===== config.mk =====
export PLATFORM = sky130hd
export DESIGN_NAME = exec_unit
export DESIGN_NICKNAME = d
export VERILOG_FILES = /design/src/exec_unit_pkg.sv /design/src/exec_unit.sv
export SDC_FILE = /design/constraint.sdc
export NUM_CORES = 1
export LEC_CHECK = 0
export BUFFER_PORTS_ARGS = -buffer_cell sky130_fd_sc_hd__buf_2
export CORE_UTILIZATION = 55
export DETAILED_ROUTE_END_ITERATION = 7
export PLACE_DENSITY = 0.81
export SLEW_MARGIN = 20
export SYNTH_ARGS = -nofsm -noshare
export SYNTH_HDL_FRONTEND = slang
export SYNTH_SLANG_ARGS = --single-unit

===== constraint.sdc =====
create_clock -name clk_sys -period 3.06 [get_ports clk_sys]
set_input_delay 0.153 -clock clk_sys [delete_from_list [all_inputs] [get_ports clk_sys]]
set_output_delay 0.153 -clock clk_sys [all_outputs]
set_load 0.02 [all_outputs]

===== src/exec_unit_pkg.sv =====
package exec_unit_pkg;

  // Operations this unit executes
  typedef enum logic [4:0] {
    OP_NOP, OP_CLR_WATCHDOG, OP_BIT_INVERT, OP_BIT_INVERT_A, OP_DECIMAL_ADJUST,
    OP_DEC, OP_DEC_A, OP_INC, OP_INC_A, OP_SLEEP, OP_JUMP,
    OP_MOV_A_MEM, OP_MOV_A_IMM, OP_MOV_MEM_A,
    OP_OR_MEM, OP_OR_IMM, OP_OR_TO_MEM,
    OP_RET, OP_RET_LIT, OP_INTERRUPT_RETURN,
    OP_ROT_L, OP_ROT_L_A, OP_ROT_LC, OP_ROT_LC_A,
    OP_ROT_R, OP_ROT_R_A, OP_ROT_RC, OP_ROT_RC_A,
    OP_SUB_BORROW
  } op_t;

  // Status flags kept by the unit
  typedef struct packed {
    logic carry;
    logic half_byte_borrow_bit;
    logic null_bit;
    logic signed_excess_bit;
    logic signed_extra_bit;
    logic chained_null_bit;
    logic watchdog_expired_flag;
    logic sleep_entered_flag;
  } flags_t;

  // One decoded instruction from the decoder
  typedef struct packed {
    op_t         op;
    logic [7:0]  operand;
    logic [12:0] target;
  } instr_t;

  // Nibble limit and decimal corrections
  localparam logic [3:0] NIBBLE_MAX     = 4'h9;
  localparam logic [7:0] ADJ_LOW        = 8'h06;
  localparam logic [7:0] ADJ_HIGH       = 8'h60;
  localparam logic [7:0] ADJ_BOTH       = 8'h66;
  localparam logic [7:0] ADJ_NONE       = 8'h00;
  // Reset values and jump cycle count
  localparam logic [7:0] ACC_RESET      = 8'h00;
  localparam flags_t     FLAGS_RESET    = '0;
  localparam logic [1:0] JUMP_CYCLES    = 2'h2;

endpackage


===== src/exec_unit.sv =====
`timescale 1ns/1ps
`default_nettype none

// What this block does
// - Watchdog clear resets counter, expired, sleep flags
// - Invert byte, write memory or accumulator, null
// - Low nibble over nine or half-carry: add six
// - High nibble over nine or carry: add six
// - Decimal adjust writes memory, may change carry
// - Decrement by one, only null updated
// - Increment by one, only null updated
// - Power-down halts and stops clock, keeps state
// - Power-down clears watchdog, sets sleep flag
// - Jump loads target, two cycles, no flags
// - Moves copy bytes without touching flags
// - OR into accumulator or memory, null updated
// - Return pops program counter, no flags
// - Literal return pops and loads accumulator
// - Interrupt return pops and sets master enable
// - Pending interrupt serviced before main program
// - Rotate left wraps bit seven to zero
// - Rotate left through carry swaps carry, bit7
// - Rotate right wraps bit zero to seven
// - Rotate right through carry swaps carry, bit0
// - Accumulator rotate forms leave memory unchanged
// - Subtract with borrow updates six flags
// - Carry is not-borrow after subtraction
module exec_unit #(
  parameter int PC_WIDTH = 13
) (
  // Clock and reset
  input  wire logic                clk_sys,
  input  wire logic                rst,
  // Decoded instruction in
  input  wire logic                instr_valid,
  input  wire exec_unit_pkg::instr_t instr,
  output logic                     instr_ready,
  // Data memory operand and write-back
  input  wire logic [7:0]          mem_rdata,
  output logic                     mem_we,
  output logic [7:0]               mem_wdata,
  // Program counter and stack
  input  wire logic [PC_WIDTH-1:0] stack_top,
  output logic                     pc_load,
  output logic [PC_WIDTH-1:0]      pc_value,
  output logic                     stack_pop,
  // Interrupt and power
  input  wire logic                irq_pending,
  output logic                     irq_service,
  output logic                     master_irq_enable,
  output logic                     watchdog_clear,
  output logic                     clock_stop,
  // Architectural state
  output logic [7:0]               acc,
  output exec_unit_pkg::flags_t    flags
);

  // Execution phases; the jump dummy cycle lives in DUMMY
  typedef enum logic [1:0] {RUN, DUMMY, ASLEEP} phase_t;

  phase_t                 phase, next_phase;        // Current phase
  logic [7:0]             next_acc;                 // Accumulator next value
  exec_unit_pkg::flags_t  next_flags;               // Flags next value
  logic                   next_mie;                 // Master enable next value
  logic                   next_mem_we;              // Write strobe next value
  logic [7:0]             next_mem_wdata;           // Write data next value
  logic                   next_pc_load;             // PC load next value
  logic [PC_WIDTH-1:0]    next_pc_value;            // PC value next value
  logic                   next_stack_pop;           // Pop next value
  logic                   next_irq_service;         // Service request next value
  logic                   next_wd_clear;            // Watchdog clear next value
  logic [7:0]             result;                   // Byte computed this cycle
  logic [7:0]             adj;                      // Decimal correction
  logic [8:0]             dsum;                     // Adjusted sum with carry out
  logic [8:0]             diff;                     // Subtraction, bit 8 is borrow
  logic [4:0]             ldiff;                    // Low nibble subtraction
  logic                   borrow_in;                // Inverted carry

  // Handshake: instructions are taken only while running
  assign instr_ready = (phase == RUN);
  assign clock_stop  = (phase == ASLEEP);

  // Arithmetic helpers shared by several operations
  always_comb begin
    borrow_in = ~flags.carry;
    // Subtract operand and inverted carry, nine bits to expose borrow
    diff  = {1'b0, acc} - {1'b0, mem_rdata} - {8'h00, borrow_in};
    ldiff = {1'b0, acc[3:0]} - {1'b0, mem_rdata[3:0]} - {4'h0, borrow_in};
    // Choose one of the four decimal corrections
    adj = decimal_addend(acc, flags);
    dsum = {1'b0, acc} + {1'b0, adj};
  end

  // Pick the decimal addend from nibble values and flags
  function automatic logic [7:0] decimal_addend(input logic [7:0] a,
                                                input exec_unit_pkg::flags_t f);
    logic lo;
    logic hi;
    lo = (a[3:0] > exec_unit_pkg::NIBBLE_MAX) || f.half_byte_borrow_bit;
    hi = (a[7:4] > exec_unit_pkg::NIBBLE_MAX) || f.carry;
    case ({hi, lo})
      2'b01:   decimal_addend = exec_unit_pkg::ADJ_LOW;
      2'b10:   decimal_addend = exec_unit_pkg::ADJ_HIGH;
      2'b11:   decimal_addend = exec_unit_pkg::ADJ_BOTH;
      default: decimal_addend = exec_unit_pkg::ADJ_NONE;
    endcase
  endfunction

  // Next state of the execution unit
  always_comb begin
    next_phase       = phase;
    next_acc         = acc;
    next_flags       = flags;
    next_mie         = master_irq_enable;
    next_mem_we      = 1'b0;
    next_mem_wdata   = mem_wdata;
    next_pc_load     = 1'b0;
    next_pc_value    = pc_value;
    next_stack_pop   = 1'b0;
    next_irq_service = 1'b0;
    next_wd_clear    = 1'b0;
    result           = 8'h00;
    unique case (phase)
      // Second half of a jump or return: nothing executes, dummy cycle
      DUMMY: begin
        next_phase = RUN;
      end
      // Clock is stopped; only reset leaves this phase
      ASLEEP: begin
        next_phase = ASLEEP;
      end
      RUN: begin
        if (instr_valid) begin
          unique case (instr.op)
            exec_unit_pkg::OP_CLR_WATCHDOG: begin
              next_wd_clear = 1'b1;
              next_flags.watchdog_expired_flag = 1'b0;
              next_flags.sleep_entered_flag    = 1'b0;
            end
            exec_unit_pkg::OP_BIT_INVERT, exec_unit_pkg::OP_BIT_INVERT_A: begin
              result = ~mem_rdata;
              next_flags.null_bit = (result == 8'h00);
              if (instr.op == exec_unit_pkg::OP_BIT_INVERT_A) next_acc = result;
              else begin
                next_mem_we    = 1'b1;
                next_mem_wdata = result;
              end
            end
            exec_unit_pkg::OP_DECIMAL_ADJUST: begin
              next_mem_we    = 1'b1;
              next_mem_wdata = dsum[7:0];
              // Carry only ever rises: a decimal sum above 99 must stick
              if (dsum[8] || (adj[6] && (acc[7:4] > exec_unit_pkg::NIBBLE_MAX)))
                next_flags.carry = 1'b1;
            end
            exec_unit_pkg::OP_DEC, exec_unit_pkg::OP_DEC_A,
            exec_unit_pkg::OP_INC, exec_unit_pkg::OP_INC_A: begin
              if (instr.op == exec_unit_pkg::OP_DEC || instr.op == exec_unit_pkg::OP_DEC_A)
                result = mem_rdata - 8'h01;
              else
                result = mem_rdata + 8'h01;
              next_flags.null_bit = (result == 8'h00);
              if (instr.op == exec_unit_pkg::OP_DEC_A || instr.op == exec_unit_pkg::OP_INC_A)
                next_acc = result;
              else begin
                next_mem_we    = 1'b1;
                next_mem_wdata = result;
              end
            end
            exec_unit_pkg::OP_SLEEP: begin
              next_phase    = ASLEEP;
              next_wd_clear = 1'b1;
              next_flags.sleep_entered_flag    = 1'b1;
              next_flags.watchdog_expired_flag = 1'b0;
            end
            exec_unit_pkg::OP_JUMP: begin
              next_pc_load  = 1'b1;
              next_pc_value = instr.target[PC_WIDTH-1:0];
              next_phase    = DUMMY;
            end
            exec_unit_pkg::OP_MOV_A_MEM: next_acc = mem_rdata;
            exec_unit_pkg::OP_MOV_A_IMM: next_acc = instr.operand;
            exec_unit_pkg::OP_MOV_MEM_A: begin
              next_mem_we    = 1'b1;
              next_mem_wdata = acc;
            end
            exec_unit_pkg::OP_OR_MEM, exec_unit_pkg::OP_OR_IMM,
            exec_unit_pkg::OP_OR_TO_MEM: begin
              result = acc | ((instr.op == exec_unit_pkg::OP_OR_IMM) ? instr.operand
                                                                    : mem_rdata);
              next_flags.null_bit = (result == 8'h00);
              if (instr.op == exec_unit_pkg::OP_OR_TO_MEM) begin
                next_mem_we    = 1'b1;
                next_mem_wdata = result;
              end else next_acc = result;
            end
            exec_unit_pkg::OP_RET, exec_unit_pkg::OP_RET_LIT,
            exec_unit_pkg::OP_INTERRUPT_RETURN: begin
              next_stack_pop = 1'b1;
              next_pc_load   = 1'b1;
              next_pc_value  = stack_top;
              next_phase     = DUMMY;
              if (instr.op == exec_unit_pkg::OP_RET_LIT)
                next_acc = instr.operand;
              if (instr.op == exec_unit_pkg::OP_INTERRUPT_RETURN) begin
                next_mie = 1'b1;
                // A waiting interrupt is taken before the popped address runs
                next_irq_service = irq_pending;
              end
            end
            exec_unit_pkg::OP_ROT_L, exec_unit_pkg::OP_ROT_L_A: begin
              result = {mem_rdata[6:0], mem_rdata[7]};
              if (instr.op == exec_unit_pkg::OP_ROT_L_A) next_acc = result;
              else begin
                next_mem_we    = 1'b1;
                next_mem_wdata = result;
              end
            end
            exec_unit_pkg::OP_ROT_LC, exec_unit_pkg::OP_ROT_LC_A: begin
              result = {mem_rdata[6:0], flags.carry};
              next_flags.carry = mem_rdata[7];
              if (instr.op == exec_unit_pkg::OP_ROT_LC_A) next_acc = result;
              else begin
                next_mem_we    = 1'b1;
                next_mem_wdata = result;
              end
            end
            exec_unit_pkg::OP_ROT_R, exec_unit_pkg::OP_ROT_R_A: begin
              result = {mem_rdata[0], mem_rdata[7:1]};
              if (instr.op == exec_unit_pkg::OP_ROT_R_A) next_acc = result;
              else begin
                next_mem_we    = 1'b1;
                next_mem_wdata = result;
              end
            end
            exec_unit_pkg::OP_ROT_RC, exec_unit_pkg::OP_ROT_RC_A: begin
              result = {flags.carry, mem_rdata[7:1]};
              next_flags.carry = mem_rdata[0];
              if (instr.op == exec_unit_pkg::OP_ROT_RC_A) next_acc = result;
              else begin
                next_mem_we    = 1'b1;
                next_mem_wdata = result;
              end
            end
            exec_unit_pkg::OP_SUB_BORROW: begin
              result   = diff[7:0];
              next_acc = result;
              next_flags.carry                = ~diff[8];
              next_flags.half_byte_borrow_bit = ~ldiff[4];
              // Overflow: operand signs differ and the result lost the minuend's sign
              next_flags.signed_excess_bit    = (acc[7] ^ mem_rdata[7]) & (acc[7] ^ result[7]);
              next_flags.null_bit             = (result == 8'h00);
              next_flags.signed_extra_bit     = result[7] ^ next_flags.signed_excess_bit;
              // Chained null is set only when this result is zero and the null flag was already set
              next_flags.chained_null_bit     = (result == 8'h00) && flags.null_bit;
            end
            default: ;
          endcase
        end
      end
      default: next_phase = RUN;
    endcase
  end

  // Register stage: all state, asynchronous reset to constants
  always_ff @(posedge clk_sys or posedge rst) begin
    if (rst) begin
      phase             <= RUN;
      acc               <= exec_unit_pkg::ACC_RESET;
      flags             <= exec_unit_pkg::FLAGS_RESET;
      master_irq_enable <= 1'b0;
      mem_we            <= 1'b0;
      mem_wdata         <= 8'h00;
      pc_load           <= 1'b0;
      pc_value          <= '0;
      stack_pop         <= 1'b0;
      irq_service       <= 1'b0;
      watchdog_clear    <= 1'b0;
    end else begin
      phase             <= next_phase;
      acc               <= next_acc;
      flags             <= next_flags;
      master_irq_enable <= next_mie;
      mem_we            <= next_mem_we;
      mem_wdata         <= next_mem_wdata;
      pc_load           <= next_pc_load;
      pc_value          <= next_pc_value;
      stack_pop         <= next_stack_pop;
      irq_service       <= next_irq_service;
      watchdog_clear    <= next_wd_clear;
    end
  end

endmodule

`default_nettype wire


# ---- After elaboration in Yosys (flattened, before gate mapping)
# Cells that the tools add are included.
dict set report word_totals {
  out_inout_bits 45
  reg_bits 45
}
dict set report op_classes {
  magnitude_cmp 2
  bitwise 9
  n_reduce_logical 38
  n_mux 54
  eq_ne 50
  n_addsub 7
}
# op n
set ops {}
lappend ops {{two-way mux 8 bit} 20}
lappend ops {{one-hot mux 8 bit (11 select lines)} 1}
lappend ops {{one-hot mux 8 bit (9 select lines)} 1}
lappend ops {{equality test 5 bit (second input constant)} 13}
lappend ops {{equality test 5 x 4 -> 1 bit (second input constant)} 8}
lappend ops {{!= test 2 bit (second input constant)} 17}
lappend ops {{logical NOT 8 bit} 4}
lappend ops {{one-hot mux 13 bit (2 select lines)} 1}
lappend ops {{two-way mux 1 bit} 23}
lappend ops {{one-hot mux 7 bit (3 select lines)} 1}
lappend ops {{equality test 5 x 3 -> 1 bit (second input constant)} 4}
lappend ops {{OR reduction 2 bit} 7}
lappend ops {{one-hot mux 2 bit (2 select lines)} 3}
lappend ops {{AND reduction 3 bit} 4}
lappend ops {{AND reduction 11 bit} 1}
lappend ops {{nonzero test 11 bit} 1}
lappend ops {{equality test 5 x 2 -> 1 bit (second input constant)} 2}
lappend ops {{AND reduction 10 bit} 1}
lappend ops {{adder 8 x 8 -> 9 bit} 1}
lappend ops {{nonzero test 9 bit} 1}
lappend ops {{subtractor 8 x 8 -> 9 bit} 1}
lappend ops {{subtractor 9 x 1 -> 9 bit} 1}
lappend ops {{adder 8 x 1 -> 8 bit (second input constant)} 1}
lappend ops {{> comparator 4 bit (second input constant)} 2}
lappend ops {{24 further kinds} 41}

# ---- Longest topological paths before layout
dict set report depth {
  ltp_word 8
  ltp_mapped 11
}

# ---- Least setup slack after synthesis
# Ideal clock, no wire load.
dict set report synth_path {
  kind {reg2reg}
  startpoint {reg acc[3]}
  endpoint {reg flags[2] (netlist bit)}
  synth_period_minus_slack_ps 2916
  t_arrival_ps 2824
  stages_incl_launch_ff 11
  path_slack_ps 144
  setup_time_ps 92
  path_cell_list {dfrtp_1 -> clkbuf_1 -> inv_1 -> ha_1 -> inv_1 -> ha_1 -> a2111oi_4 -> nor3_1 -> or4b_1 -> or3_1 -> o31ai_2}
}
dict set report synth_between {
  elab_chain_len 4
}
# item line
set synth_rtl {}
lappend synth_rtl {{from (decl)} exec_unit.sv:54} ;# output logic [7:0] acc,
lappend synth_rtl {{from (signal assigned)} exec_unit.sv:269} ;# acc <= exec_unit_pkg::ACC_RESET;
lappend synth_rtl {{from (signal assigned)} exec_unit.sv:281} ;# acc <= next_acc;
lappend synth_rtl {{subtractor 8 x 8 -> 9 bit} exec_unit.sv:87} ;# diff = {1'b0, acc} - {1'b0, mem_rdata} - {8'h00, borrow_in};
lappend synth_rtl {{subtractor 9 x 1 -> 9 bit} exec_unit.sv:87}
lappend synth_rtl {{logical NOT 8 bit} exec_unit.sv:255} ;# next_flags.chained_null_bit = (result == 8'h00) && flags.null_bit;
lappend synth_rtl {{logical AND 1 bit} exec_unit.sv:255}
lappend synth_rtl {{to (signal assigned)} exec_unit.sv:270} ;# flags <= exec_unit_pkg::FLAGS_RESET;
lappend synth_rtl {{to (signal assigned)} exec_unit.sv:282} ;# flags <= next_flags;
lappend synth_rtl {{to (decl)} exec_unit.sv:55} ;# output exec_unit_pkg::flags_t flags
# Every way passes these cells.
# A chain may end at the register's enable or synchronous reset.

# ---- Worst setup path in the final report
dict set report layout_path {
  startpoint {reg flags[7] (netlist bit)}
  endpoint {reg flags[2] (netlist bit)}
}
dict set report layout_between {
  elab_chain_len 4
}
# item line
set layout_rtl {}
lappend layout_rtl {{NOT 1 bit} exec_unit.sv:85} ;# borrow_in = ~flags.carry;
lappend layout_rtl {{subtractor 9 x 1 -> 9 bit} exec_unit.sv:87}
lappend layout_rtl {{logical NOT 8 bit} exec_unit.sv:255}
lappend layout_rtl {{logical AND 1 bit} exec_unit.sv:255}
# Every way passes these cells.

==> flow_metrics.tcl <==
set metrics [dict create \
    seq_power_share_pct 27.3 \
    worstMarginPinSlew_ns 0.764 \
    coreArea_um2 7250 \
    drc 7 \
    ys.flop_type "dfrtp_1" \
    fin_crit_sh_pct 94.3 \
    dieArea_um2 7880 \
    start_kind "flop" \
    vias_per_cell 6.35 \
    syn_area_um2 4140 \
    violations "DRC" \
    slew_violations 0 \
    vdd_ir_drop_max_uv 379 \
    pin_count 96 \
    synth.area.top_cells "dfrtp_1 (27%), ha_1 (7.6%), a21oi_1 (4.7%), nand2_1 (3.7%), mux2i_1 (3.6%)" \
    pre_cts_slack_ns 0.177 \
    yosysWarnings 0 \
    cts.sinks 44 \
    dp_hpwl_um 10400 \
    synth_top_cell_by_area "dfrtp_1" \
    status "finished with violations" \
    intPower_mw 1.65 \
    antenna_cells 0 \
    numPortBuffers 94 \
    rsz0062_at_grt "no" \
    drt_iter0_markers 498 \
    hold_path_class "input pin to flop" \
    yosysSeqAreaShare_pct 26.6 \
    endpoint_kind "flop" \
    critical_path.reg2reg.startpoint "flags[7]" \
    h-tree-depth 2 \
    cp.arrival_ns 3.11 \
    vias 4518 \
    ant_nets 0 \
    fillers 635 \
    first_pass_iters 8 \
    setup_ws_ns 0.175 \
    maxCapViolations 0 \
    syn-num-nets 584 \
    max_freq_ghz 0.347 \
    grt_overflow 0 \
    num_rows 31 \
    seqCellArea_um2 1100 \
    setup_viol 0 \
    die_h_um 88.8 \
    ys_ff_latch 44 \
    post-route-util_pct 68.9 \
    crit_path_max_fanout 3 \
    p_leak_nw 2.47 \
    power_frac_comb_pct 57.3 \
    grt_pass1_wl_um 20600 \
    clock_latency_ns 0.31 \
    hold_start "irq_pending" \
    clockPowerShare_pct 15.5 \
    cts_root_buf "clkbuf_8" \
    nets 692 \
    ys_types 75 \
    relSlewSlack_pct 48.7 \
    syn_inst 504 \
    grt_pass1_vias 3937 \
    drive_gt1_share_pct 26.1 \
    cts_buffer_depth 2 \
    path_class "flop to flop" \
    finalHoldViolCount 0 \
    p_per_area_nw_per_um2 610 \
    clkTransAtPathRegs_ns 0.10 \
    synthDominantCellAreaShare_pct 26.6 \
    grt_max_degree 32 \
    p_switching_mw 1.40 \
    finalPower_mw 3.05 \
    swShare_pct 45.9 \
    chipWidth_um 88.8 \
    start_util_pct 57.1 \
    multi_input_area_um2 2760 \
    synth_edf_count 0 \
    crit_required_ns 3.28 \
    post-route-min-period_ns 2.89 \
    antenna_found_initial 0 \
    grt_usage_pct 34.9 \
    gp_congestion 0.980 \
    synthArstFlopShare_pct 100 \
    final.setup.tns_ns 0 \
    cts_made_buffers 5 \
    wl_um 13500 \
    holdWs_ns 0.0672 \
    cts_tree "built" \
    critPathLaunch "flags[7]" \
    syn_to_final_growth_pct 20.8 \
    syn_avg_cell_area_um2 8.22 \
    final.setup_skew_ns 0.00932 \
    wl_per_cell_um 19.0 \
]
-- state kept, by name, summed over array words and instances, names as in the netlist --
signal,flops
pc_value,13
acc,8
mem_wdata,8
flags,7
phase,2
irq_service,1
master_irq_enable,1
mem_we,1
pc_load,1
stack_pop,1
watchdog_clear,1
-- final timing paths --
| check | to | slack, ns | depth (start not counted) |
|---|---|---|---|
| worst max-delay path | flags[2] | 0.17 | 10 |
| worst min-delay path | irq_service | 0.07 | 2 |
| worst max register to register | flags[2] | 0.17 | 10 |
| worst min register to register | phase[1] | 0.45 | 1 |
| max in group asynchronous | pc_value[5] | 1.89 | 4 |
| min in group asynchronous | acc[3] | 0.38 | 3 |
-- critical path: stages (launching register included) --
cell and delay, ns:
dfrtp_1 0.39, inv_1 0.11, fa_1 0.18, inv_1 0.06
fa_1 0.40, nand2b_4 0.18, a2111oi_4 0.33, nor3_1 0.08
or4b_4 0.54, or3_1 0.34, o31ai_2 0.19
-- area by class of cell --
class	instances	share of cell area (%)
Multi-Input combinational cell	392	55.1
Sequential cell	44	22.0
Timing Repair Buffer	134	15.5
Inverter	35	2.63
Tap cell	99	2.48
Clock buffer	5	1.38
Clock inverter	3	0.926
-- kinds of logic after synthesis --
| kind of cell | count (synthesis) | share of synthesized area [%] |
|---|---|---|
| XOR/XNOR | 19 | 4.02 |
| multiplexers | 19 | 4.80 |
| buffers and inverters | 68 | 7.04 |
| flip-flops | 44 | 26.6 |
| AND/OR/NAND/NOR | 157 | 19.8 |
| other | 1 | 0.0905 |
| AO/OA/AOI/OAI | 166 | 27.9 |
| adder cells (fa/ha/maj) | 30 | 9.73 |
-- routing by layer --
metal  track usage (%)  part of all wire [%]
met3              5.88                    10
met5                 0                     0
met1              48.8                    41
met2              55.7                    46
met4              9.24                   3.2
-- placed cells by master (no fill, tap or decap), types with 5 or more instances in the layout --
| cell type | synthesis | final |
|---|---|---|
| buf_4 | 1 | 39 |
| inv_1 | 35 | 33 |
| a222oi_1 | 6 | 6 |
| nand4_1 | 6 | 6 |
| o21ai_1 | 7 | 7 |
| nor2_1 | 40 | 40 |
| buf_2 | 13 | 94 |
| a211oi_1 | 6 | 6 |
| nor3_1 | 6 | 6 |
| xnor2_1 | 10 | 10 |
| a31oi_1 | 11 | 11 |
| nor4_1 | 5 | 5 |
| o31ai_1 | 5 | 5 |
| a22oi_1 | 7 | 7 |
| nor2b_1 | 8 | 8 |
| xor2_1 | 9 | 9 |
| o21ai_0 | 26 | 25 |
| a22o_1 | 7 | 7 |
| nand2b_1 | 8 | 8 |
| mux2i_1 | 15 | 15 |
| clkbuf_8 | 0 | 5 |
| a21o_1 | 14 | 14 |
| and3_1 | 7 | 7 |
| a21oi_1 | 39 | 39 |
| nand2_1 | 41 | 41 |
| nand3_1 | 7 | 7 |
| ha_1 | 25 | 25 |
| dfrtp_1 | 44 | 44 |
-- through the flow --
stage | cell area [um2] | instances
final | 5000 | 712
after global routing | 5000 | 712
after CTS | 4990 | 711
after detailed placement | 4860 | 702
after global placement | 4860 | 702
after floorplan | 4140 | 504
-- cells in the mapped netlist, types with 7 or more instances --
library cell  number
inv_1             35
nor2_1            40
dfrtp_1           44
nand2_1           41
a22oi_1            7
xnor2_1           10
o21ai_1            7
o21ai_0           26
nand2b_1           8
buf_2             13
clkbuf_1          15
nand3_1            7
a21o_1            14
a31oi_1           11
and3_1             7
ha_1              25
nor2b_1            8
mux2i_1           15
a21oi_1           39
xor2_1             9
a22o_1             7
-- repair_timing --
action / 4_1_cts / 5_1_grt
buffers inserted: 0 / 1
resized for setup: 0 / 4
endpoints found under the setup margin: 0 / 1
endpoints found under the hold margin: 16 / 0
hold buffers: 1 / 0
-- power by group through the flow --
stage	registers (mW)	clock network, mW	logic, mW
5_1_grt	0.847	0.500	1.90
4_1_cts	0.828	0.478	1.71
6_report	0.832	0.472	1.75
3_3_place_gp	0.830	0	1.67
3_5_place_dp	0.839	0	1.70
2_1_floorplan	1.02	0	0.957
Note: power is estimated with default switching activity, not from simulation.
